===== src/rtl/ext_regs_pkg.sv =====
// package: register indices, field positions, codes and reset values
// for the indirect access and link status register bank.
// assumes a 32-bit avalon-mm slave with one word per register index.
package ext_regs_pkg;

  // register indices; byte address is four times the index
  localparam logic [5:0] IDX_ACCESS_CTRL = 6'h0d;
  localparam logic [5:0] IDX_ADDR_DATA   = 6'h0e;
  localparam logic [5:0] IDX_LINK_DROP   = 6'h0f;
  localparam logic [5:0] IDX_PHY_STATE   = 6'h10;
  localparam logic [5:0] IDX_RX_ERR_CNT  = 6'h15;
  localparam logic [5:0] IDX_TENBASE     = 6'h1a;
  localparam logic [5:0] IDX_DROP_ENABLE = 6'h20;
  localparam logic [5:0] IDX_IRQ_STATUS  = 6'h21;
  localparam logic [5:0] IDX_IRQ_CLEAR   = 6'h22;
  localparam logic [5:0] IDX_IRQ_ENABLE  = 6'h23;

  // manageable device select codes
  localparam logic [4:0] DEV_PCS     = 5'h03;
  localparam logic [4:0] DEV_AUTONEG = 5'h07;
  localparam logic [4:0] DEV_VENDOR  = 5'h1f;
  localparam logic [15:0] VENDOR_TOP = 16'h04d1;

  // command field codes
  localparam logic [1:0] CMD_ADDRESS = 2'h0;
  localparam logic [1:0] CMD_DATA    = 2'h1;
  localparam logic [1:0] CMD_INC_RW  = 2'h2;
  localparam logic [1:0] CMD_INC_WR  = 2'h3;

  // field positions
  localparam int CMD_HI          = 15;
  localparam int CMD_LO          = 14;
  localparam int DEVSEL_HI       = 4;
  localparam int CAUSE_LO        = 4;
  localparam int CAUSE_W         = 5;
  localparam int SWAP_BIT        = 14;
  localparam int RXERR_BIT       = 13;
  localparam int POL_BIT         = 12;
  localparam int TENBASE_POL_BIT = 4;
  localparam logic [15:0] CTRL_WMASK = 16'hc01f;

  // interrupt status bit positions
  localparam int IRQ_W         = 4;
  localparam int IRQ_LINK_DROP = 0;
  localparam int IRQ_RX_ERR    = 1;
  localparam int IRQ_POLARITY  = 2;
  localparam int IRQ_IGNORED   = 3;

  // values after reset
  localparam logic [15:0] CTRL_RST     = 16'h0000;
  localparam logic [15:0] PTR_RST      = 16'h000a;
  localparam logic [4:0]  DROP_EN_RST  = 5'h00;
  localparam logic [3:0]  IRQ_EN_RST   = 4'h0;
  localparam logic [15:0] RX_CNT_RST   = 16'h0000;
  localparam logic [15:0] STORE_RST    = 16'h0000;

endpackage : ext_regs_pkg


===== src/rtl/mmd_store.sv =====
// one manageable device's register storage, a small array of words.
// assumes the caller only writes addresses inside the array.
`timescale 1ns/100ps
`default_nettype none

module mmd_store #(
  parameter int DEPTH = 16,
  parameter int AW    = 4
) (
  // clock and reset
  input  wire logic          clock_in,
  input  wire logic          sys_rst_in,
  // access
  input  wire logic          wr_en_in,
  input  wire logic [AW-1:0] addr_in,
  input  wire logic [15:0]   wdata_in,
  output logic      [15:0]   rdata_out
);
  import ext_regs_pkg::*;

  logic [15:0] mem_ff [0:DEPTH-1];

  // storage write; reset clears every word so reads are defined
  always_ff @(posedge clock_in) begin
    if (sys_rst_in) begin
      for (int k = 0; k < DEPTH; k++) begin
        mem_ff[k] <= STORE_RST;
      end
    end else if (wr_en_in) begin
      mem_ff[addr_in] <= wdata_in;
    end
  end

  // read is from flip-flops, no extra latency
  assign rdata_out = mem_ff[addr_in];

endmodule : mmd_store
`default_nettype wire


===== src/rtl/phy_indirect_access_and_status.sv =====
// register bank: indirect access to three manageable devices, latched
// link-drop causes, phy state summary bits and an interrupt block.
// assumes all event and status inputs come from logic on clock_in.
`timescale 1ns/100ps
`default_nettype none

// Operation
// devsel field picks target manageable device
// all-ones select reaches vendor space up to top
// codes 00011 and 00111 reach pcs, autoneg
// other select codes: no effect, read zero
// command 00 means pointer, else data port
// cause bit latches on enabled link drop
// cause order: sync, rxerr, mlt3, snr, energy
// bit 14 shows mdi pair swap
// bit 13 latches rx error, clears on counter read
// bit 12 mirrors polarity latch, cleared elsewhere
// polarity bit one when inverted polarity seen
// command selects address, data, increment modes
// link drops on or of enabled conditions
// cause bits clear on status register read
module phy_indirect_access_and_status #(
  parameter int STORE_DEPTH = 16,
  parameter int STORE_AW    = 4
) (
  // clock and reset
  input  wire logic        clock_in,
  input  wire logic        sys_rst_in,
  // avalon-mm slave
  input  wire logic [7:0]  address_in,
  input  wire logic        read_in,
  input  wire logic        write_in,
  input  wire logic [31:0] writedata_in,
  input  wire logic [3:0]  byteenable_in,
  output logic      [31:0] readdata_out,
  output logic             waitrequest_out,
  // link-drop conditions: sync, rxerr, mlt3, snr, energy (msb first)
  input  wire logic [ext_regs_pkg::CAUSE_W-1:0] drop_condition_in,
  // phy status sources
  input  wire logic        mdi_swapped_in,
  input  wire logic        rx_error_event_in,
  input  wire logic        inverted_polarity_in,
  // outputs
  output logic             link_drop_out,
  output logic             irq_out
);
  import ext_regs_pkg::*;

  localparam logic [16:0] DEPTH_L = 17'(STORE_DEPTH);

  // bus slave state
  logic        ack_ff;
  logic [31:0] readdata_ff;
  logic [31:0] read_value;
  logic [5:0]  reg_idx;
  logic        rd_take;
  logic        wr_take;
  logic [15:0] wr_merged;

  // indirect access state
  logic [15:0] ctrl_ff;
  logic [15:0] ptr_ff   [0:2];
  logic [15:0] store_rd [0:2];
  logic [4:0]  devsel;
  logic [1:0]  cmd;
  logic [1:0]  mmd_idx;
  logic        dev_ok;
  logic [15:0] cur_ptr;
  logic        in_range;
  logic        store_hit;
  logic [15:0] ext_rd;
  logic        data_mode;
  logic        ad_read;
  logic        ad_write;
  logic        ad_ignored;
  logic        ptr_inc;

  // status state
  logic [CAUSE_W-1:0] cause_ff;
  logic [CAUSE_W-1:0] drop_en_ff;
  logic               link_drop_ff;
  logic               rx_err_latch_ff;
  logic [15:0]        rx_err_cnt_ff;
  logic               pol_latch_ff;
  logic               pol_view;
  logic [IRQ_W-1:0]   irq_stat_ff;
  logic [IRQ_W-1:0]   irq_en_ff;
  logic [IRQ_W-1:0]   irq_event;
  logic [CAUSE_W-1:0] drop_fire;

  // byte-lane merge of a 16-bit register with the low two lanes
  function automatic logic [15:0] merge16(input logic [15:0] old_v,
                                          input logic [31:0] new_v,
                                          input logic [3:0]  be);
    logic [15:0] res;
    res = old_v;
    if (be[0]) begin
      res[7:0] = new_v[7:0];
    end
    if (be[1]) begin
      res[15:8] = new_v[15:8];
    end
    return res;
  endfunction : merge16

  // one wait state per access: request seen, then answered next cycle
  assign reg_idx         = address_in[7:2];
  assign waitrequest_out = (read_in | write_in) & ~ack_ff;
  assign rd_take         = read_in & ack_ff;
  assign wr_take         = write_in & ack_ff;
  assign readdata_out    = readdata_ff;

  // acknowledge toggles so back to back requests each get a wait state
  always_ff @(posedge clock_in) begin
    if (sys_rst_in) begin
      ack_ff <= 1'b0;
    end else begin
      ack_ff <= (read_in | write_in) & ~ack_ff;
    end
  end

  // read data captured one edge before the master takes it
  always_ff @(posedge clock_in) begin
    if (sys_rst_in) begin
      readdata_ff <= 32'h0000_0000;
    end else if (read_in & ~ack_ff) begin
      readdata_ff <= read_value;
    end
  end

  // field decode of the control register
  assign devsel    = ctrl_ff[DEVSEL_HI:0];
  assign cmd       = ctrl_ff[CMD_HI:CMD_LO];
  assign data_mode = (cmd != CMD_ADDRESS);

  // device select decode
  always_comb begin
    mmd_idx = 2'h0;
    dev_ok  = 1'b0;
    case (devsel)
      // pcs and autoneg codes
      DEV_PCS: begin
        mmd_idx = 2'h0;
        dev_ok  = 1'b1;
      end
      DEV_AUTONEG: begin
        mmd_idx = 2'h1;
        dev_ok  = 1'b1;
      end
      // vendor space code
      DEV_VENDOR: begin
        mmd_idx = 2'h2;
        dev_ok  = 1'b1;
      end
      // unknown codes stay unselected
      default: begin
        mmd_idx = 2'h0;
        dev_ok  = 1'b0;
      end
    endcase
  end

  assign cur_ptr   = ptr_ff[mmd_idx];
  // vendor window upper limit
  assign in_range  = (mmd_idx != 2'h2) || (cur_ptr <= VENDOR_TOP);
  // storage is shallower than the address space; the rest reads zero
  assign store_hit = {1'b0, cur_ptr} < DEPTH_L;
  assign ext_rd    = (dev_ok & in_range & store_hit) ? store_rd[mmd_idx] : 16'h0000;

  // accesses to the address/data register as they take effect
  assign ad_read    = rd_take & (reg_idx == IDX_ADDR_DATA);
  assign ad_write   = wr_take & (reg_idx == IDX_ADDR_DATA);
  // ignored transaction detect
  assign ad_ignored = (ad_read | ad_write) & ~(dev_ok & (~data_mode | in_range));
  assign wr_merged  = merge16(data_mode ? ext_rd : cur_ptr, writedata_in, byteenable_in);

  // post increment after data reads and writes per command
  always_comb begin
    ptr_inc = 1'b0;
    case (cmd)
      CMD_INC_RW: ptr_inc = (ad_read | ad_write) & dev_ok & in_range;
      CMD_INC_WR: ptr_inc = ad_write & dev_ok & in_range;
      CMD_DATA:   ptr_inc = 1'b0;
      default:    ptr_inc = 1'b0;
    endcase
  end

  // control register; reserved bits are never stored
  always_ff @(posedge clock_in) begin
    if (sys_rst_in) begin
      ctrl_ff <= CTRL_RST;
    end else if (wr_take && reg_idx == IDX_ACCESS_CTRL) begin
      ctrl_ff <= merge16(ctrl_ff, writedata_in, byteenable_in) & CTRL_WMASK;
    end
  end

  // per-device pointer and storage
  generate
    for (genvar g = 0; g < 3; g++) begin : g_mmd
      logic sel_here;
      assign sel_here = dev_ok && (mmd_idx == 2'(g));

      // pointer written in address mode, advanced by data access in the increment modes
      always_ff @(posedge clock_in) begin
        if (sys_rst_in) begin
          ptr_ff[g] <= PTR_RST;
        end else if (sel_here && ad_write && !data_mode) begin
          ptr_ff[g] <= wr_merged;
        end else if (sel_here && ptr_inc) begin
          ptr_ff[g] <= ptr_ff[g] + 16'h0001;
        end
      end

      // data port writes reach storage
      mmd_store #(
        .DEPTH (STORE_DEPTH),
        .AW    (STORE_AW)
      ) u_store (
        .clock_in   (clock_in),
        .sys_rst_in (sys_rst_in),
        .wr_en_in   (sel_here & ad_write & data_mode & in_range & store_hit),
        .addr_in    (ptr_ff[g][STORE_AW-1:0]),
        .wdata_in   (wr_merged),
        .rdata_out  (store_rd[g])
      );
    end
  endgenerate

  // link-drop enables, one per condition
  always_ff @(posedge clock_in) begin
    if (sys_rst_in) begin
      drop_en_ff <= DROP_EN_RST;
    end else if (wr_take && reg_idx == IDX_DROP_ENABLE && byteenable_in[0]) begin
      drop_en_ff <= writedata_in[CAUSE_W-1:0];
    end
  end

  assign drop_fire = drop_en_ff & drop_condition_in;

  // link drop is the or of enabled conditions
  always_ff @(posedge clock_in) begin
    if (sys_rst_in) begin
      link_drop_ff <= 1'b0;
    end else begin
      link_drop_ff <= |drop_fire;
    end
  end
  assign link_drop_out = link_drop_ff;

  // cause latches; set wins, and a read clears only the bits it returned
  generate
    for (genvar c = 0; c < CAUSE_W; c++) begin : g_cause
      // latch high per enabled cause
      // bit c follows condition input bit c
      // cleared by status read, set wins
      always_ff @(posedge clock_in) begin
        if (sys_rst_in) begin
          cause_ff[c] <= 1'b0;
        end else if (drop_fire[c]) begin
          cause_ff[c] <= 1'b1;
        end else if (rd_take && reg_idx == IDX_LINK_DROP && readdata_ff[CAUSE_LO+c]) begin
          cause_ff[c] <= 1'b0;
        end
      end
    end
  endgenerate

  // receive error latch, cleared by counter read, set wins
  always_ff @(posedge clock_in) begin
    if (sys_rst_in) begin
      rx_err_latch_ff <= 1'b0;
    end else if (rx_error_event_in) begin
      rx_err_latch_ff <= 1'b1;
    end else if (rd_take && reg_idx == IDX_RX_ERR_CNT) begin
      rx_err_latch_ff <= 1'b0;
    end
  end

  // receive error counter saturates rather than wrapping to zero
  always_ff @(posedge clock_in) begin
    if (sys_rst_in) begin
      rx_err_cnt_ff <= RX_CNT_RST;
    end else if (rd_take && reg_idx == IDX_RX_ERR_CNT) begin
      rx_err_cnt_ff <= {15'h0000, rx_error_event_in};
    end else if (rx_error_event_in && rx_err_cnt_ff != 16'hffff) begin
      rx_err_cnt_ff <= rx_err_cnt_ff + 16'h0001;
    end
  end

  // polarity latch cleared only by a 10base-t status read
  always_ff @(posedge clock_in) begin
    if (sys_rst_in) begin
      pol_latch_ff <= 1'b0;
    end else if (inverted_polarity_in) begin
      pol_latch_ff <= 1'b1;
    end else if (rd_take && reg_idx == IDX_TENBASE) begin
      pol_latch_ff <= 1'b0;
    end
  end

  // one while inverted polarity seen or held
  assign pol_view = pol_latch_ff | inverted_polarity_in;

  // interrupt events, as long as their sources; only the ignored-access event is single-cycle
  always_comb begin
    irq_event                = '0;
    irq_event[IRQ_LINK_DROP] = |drop_fire;
    irq_event[IRQ_RX_ERR]    = rx_error_event_in;
    irq_event[IRQ_POLARITY]  = inverted_polarity_in;
    irq_event[IRQ_IGNORED]   = ad_ignored;
  end

  // sticky status, write one to clear, set wins over clear
  always_ff @(posedge clock_in) begin
    if (sys_rst_in) begin
      irq_stat_ff <= '0;
    end else if (wr_take && reg_idx == IDX_IRQ_CLEAR && byteenable_in[0]) begin
      irq_stat_ff <= (irq_stat_ff & ~writedata_in[IRQ_W-1:0]) | irq_event;
    end else begin
      irq_stat_ff <= irq_stat_ff | irq_event;
    end
  end

  // interrupt enable register
  always_ff @(posedge clock_in) begin
    if (sys_rst_in) begin
      irq_en_ff <= IRQ_EN_RST;
    end else if (wr_take && reg_idx == IDX_IRQ_ENABLE && byteenable_in[0]) begin
      irq_en_ff <= writedata_in[IRQ_W-1:0];
    end
  end

  assign irq_out = |(irq_stat_ff & irq_en_ff);

  // read mux; unmapped and write-only words read zero
  always_comb begin
    read_value = 32'h0000_0000;
    case (reg_idx)
      IDX_ACCESS_CTRL: read_value[15:0] = ctrl_ff;
      // unselected device reads zero
      IDX_ADDR_DATA: begin
        if (dev_ok) begin
          read_value[15:0] = data_mode ? ext_rd : cur_ptr;
        end
      end
      IDX_LINK_DROP: read_value[CAUSE_LO+CAUSE_W-1:CAUSE_LO] = cause_ff;
      IDX_PHY_STATE: begin
        // pair swap status
        read_value[SWAP_BIT]  = mdi_swapped_in;
        read_value[RXERR_BIT] = rx_err_latch_ff;
        read_value[POL_BIT]   = pol_view;
      end
      IDX_RX_ERR_CNT:  read_value[15:0] = rx_err_cnt_ff;
      IDX_TENBASE:     read_value[TENBASE_POL_BIT] = pol_view;
      IDX_DROP_ENABLE: read_value[CAUSE_W-1:0] = drop_en_ff;
      IDX_IRQ_STATUS:  read_value[IRQ_W-1:0] = irq_stat_ff;
      IDX_IRQ_ENABLE:  read_value[IRQ_W-1:0] = irq_en_ff;
      default:         read_value = 32'h0000_0000;
    endcase
  end

endmodule : phy_indirect_access_and_status
`default_nettype wire


===== config.mk =====
export PLATFORM = sky130hd
export DESIGN_NAME = phy_indirect_access_and_status
export DESIGN_NICKNAME = d
export VERILOG_FILES = /design/src/rtl/ext_regs_pkg.sv /design/src/rtl/mmd_store.sv /design/src/rtl/phy_indirect_access_and_status.sv
export SDC_FILE = /design/constraint.sdc
export NUM_CORES = 1
export LEC_CHECK = 0
export BUFFER_PORTS_ARGS = -buffer_cell sky130_fd_sc_hd__buf_2
export CORE_MARGIN = 2
export CORE_UTILIZATION = 25
export DETAILED_ROUTE_END_ITERATION = 8
export SLEW_MARGIN = 20
export SYNTH_ARGS = -nofsm -noshare
export SYNTH_HDL_FRONTEND = slang
export SYNTH_SLANG_ARGS = --single-unit

===== constraint.sdc =====
create_clock -name clock_in -period 7.6 [get_ports clock_in]
set_clock_uncertainty 0.05 [all_clocks]
set_input_delay 0.38 -clock clock_in [delete_from_list [all_inputs] [get_ports clock_in]]
set_output_delay 0.38 -clock clock_in [all_outputs]
set_load 0.01 [all_outputs]

==> qor.csv <==
metric;value;unit
dp_hpwl;72.6;mm
place_area;43000;um2
grt_pass1_vias;25800;
combPwrFrac;6.1;%
dr.pass1.iters;6;
grt_pass1_wl;174;mm
diodes;0;
cts_sinks;877;
num_io_pins;91;
routed_wl;118;mm
syn_avg_cell_area;13.2;um2
period_share;73.4;%
cts-resized-gates;0;
avgViaCountPerCell;4.99;
p_switching;2.51;mW
clock_path_buffers;3;
path_clk_slew;70;ps
end_kind;flip-flop;
status;finished, final reports clean;
htreeDepth;3;
ir_drop;157;uV
rsz0062_at_grt;no;
ys_seq_area_share;63.3;%
seq_power_share;50.8;%
drc;0;
final-setup-viol-count;0;
reg2regPathDepth;9;
r2r_end;g_mmd[1].u_store.mem_ff[1][14];
maxSlewHeadroom;25.4;%
synthDistinctLibCells;84;
clk_latency;680;ps
r2r_start;ctrl_ff[2];
fin_ws;2020;ps
pre_cts_ws;2190;ps
critPathArrivalTime;5930;ps
fin_area;46200;um2
hold_path_depth;3;
max_freq;179;MHz
drive_gt1_share;19.3;%
dr_total_vias;26300;
hp-class;input port to flip-flop;
power.density;236;nW/um2
rows;148;
dieArea;166000;um2
synth_warnings;0;
whs;19.6;ps
syn_to_final_growth;13.7;%
total_power;10.9;mW
gp_congestion;0.953;
hp-start;writedata_in[3];
antenna_found_initial;4;
critical_path_class;flip-flop to flip-flop;
chipWidth;407;um
tightest_slew;1090;ps
worstPathMaxFanout;37;
antenna_left;0;
r2r_setup_slack;2020;ps
fin_crit;5580;ps
crit_path_start_kind;flip-flop;
clockPowerShare;43.1;%
slew_violations;0;
portBuffers;54;
numCtsBuffers;91;
synth_top_flop_cell;edfxtp_1;
grt_usage;13.8;%
detail_route.iter0.violations;3326;
synth_async_sr_flop_share;0;%
routedWlPerCell;22.4;um
max_cap_violations;0;
cts_root_buffer;clkbuf_16;
finalNetCount;3089;
postSynthCellCount;3083;
leakage;15.1;nW
cts_setup_buffers;0;
cts_tree;built;
hold_viol;0;
setup_tns;0;ps
multi_input_area;13700;um2
initial_core_util;25.1;%
grt_max_degree;68;
worstPathRequired;7950;ps
fillers;16400;
min_to;drop_en_ff[3];
power.internal;8.40;mW
synth-edff-count;816;
regArea;25700;um2
synth-seq-cells;877;
gr-total-overflow;0;
switching_share;23.0;%
core;162000;um2
syn_area;40700;um2
die_y;407;um
-- per-layer routing --
layer  GRT usage (%)  up-vias  share of wire [%]
li1                -    11300                  -
met1            18.7    13500                 41
met2            22.3     1224                 47
met3            2.47      208                8.6
met4            4.61        0                3.2
met5               0        -                  0
-- critical path: stages (launching register included) --
cell	delay, ps
dfxtp_1	520
and3_1	860
nand3_1	760
a2111oi_0	1150
a21oi_1	200
nand3_1	170
a311oi_1	160
a31oi_4	700
buf_4	580
nor2_1	90
-- cells by family after synthesis --
group / after synthesis / synth area share, %
compound gates: 293 / 4.96
xor+xnor: 48 / 1.03
fa+ha+maj: 13 / 0.400
buf+inv: 318 / 3.79
flops: 877 / 63.3
mux: 221 / 11.4
other cells: 1 / 0.00922
simple gates: 1312 / 15.1
-- worst max path at each step --
stage / startpoint / endpoint / slack [ps] / cells after the start
CTS: ctrl_ff[4] / g_mmd[1].u_store.mem_ff[3][2] / 2180 / 10
global route: ctrl_ff[2] / g_mmd[2].u_store.mem_ff[13][14] / 1870 / 9
floorplan: ctrl_ff[4] / ptr_ff[2][0] / 3510 / 13
global placement: ctrl_ff[4] / g_mmd[1].u_store.mem_ff[3][5] / 2240 / 10
finish: ctrl_ff[2] / g_mmd[1].u_store.mem_ff[1][14] / 2020 / 9
detailed placement: ctrl_ff[4] / g_mmd[1].u_store.mem_ff[3][3] / 2190 / 10
-- synthesized netlist by cell type, types with 26 or more instances --
cell	number	share of area [%]
nand3_2	27	0.66
nand3_1	75	0.92
a22oi_1	41	0.76
mux2i_1	26	0.64
o21ai_0	42	0.52
xor2_1	30	0.65
edfxtp_1	816	60
o22ai_1	67	1.0
nor2_1	656	6.1
nor2_2	73	1.1
mux4_2	194	11
nor3_1	200	2.5
nand2_1	163	1.5
a21oi_1	39	0.48
dfxtp_1	61	3.0
clkbuf_1	138	1.3
buf_2	99	1.2
-- per-stage QoR --
step	utilization (%)	instances
2_1_floorplan	-	3098
3_3_place_gp	26.5	5091
3_5_place_dp	26.5	5091
4_1_cts	28.5	5271
5_1_grt	28.5	5271
6_report	28.5	5271
-- power by group through the flow --
stage               Sequential [mW]  Combinational, mW  Clock (mW)
global placement               5.63              0.652           0
finish                         5.54              0.664        4.71
floorplan                      5.60              0.420           0
global route                   5.56              0.696        4.94
CTS                            5.54              0.662        4.75
detailed placement             5.64              0.656           0
-- flip-flops by register name, indices dropped and copies added, names as in the netlist --
| name | cells |
|---|---|
| drop_en_ff | 5 |
| ptr_ff | 48 |
| pol_latch_ff | 1 |
| irq_stat_ff | 4 |
| g_mmd.u_store.mem_ff | 768 |
| ctrl_ff | 7 |
| cause_ff | 5 |
| irq_en_ff | 4 |
| rx_err_cnt_ff | 16 |
| readdata_out | 16 |
| ack_ff | 1 |
| link_drop_out | 1 |
| rx_err_latch_ff | 1 |
-- cell usage in the layout (no fill, tap or decap), types with 7 or more instances in the layout --
cell type and count:
dfxtp_1 61, nand2_1 163, nor3_1 199, clkinv_1 15, nor2_2 73, inv_1 23
ha_1 13, nor2b_1 9, o22ai_1 67, clkbuf_16 95, buf_2 54, a31oi_1 19
a221o_1 7, mux4_2 194, clkbuf_1 15, buf_4 52, nand2b_1 12, nand4_1 15
o21ai_0 41, nor2_1 653, xnor2_1 18, mux2i_1 26, o211ai_1 8, edfxtp_1 816
nand3_4 10, bufinv_16 12, clkinv_2 18, a22oi_1 41, conb_1 16, nand3_2 27
dlygate4sd3_1 11, or3_1 13, and2_1 8, and3_1 20, a21oi_1 34, nand3_1 75
xor2_1 30
-- area by class of cell --
class                   instances  area share (%)
flip-flops and latches        877            55.6
inverters                      25           0.203
repair buffers                122            1.88
clock inverters                57            1.44
clock buffers                 112            5.32
well taps                    2175            5.89
multi-input cells            1903            29.6
-- repair_timing --
item                                    4_1_cts  5_1_grt
hold endpoints to repair                     17        0
endpoints found under the setup margin        0        0
hold buffers                                 11        0
Note: power is estimated with default switching activity, not from simulation.
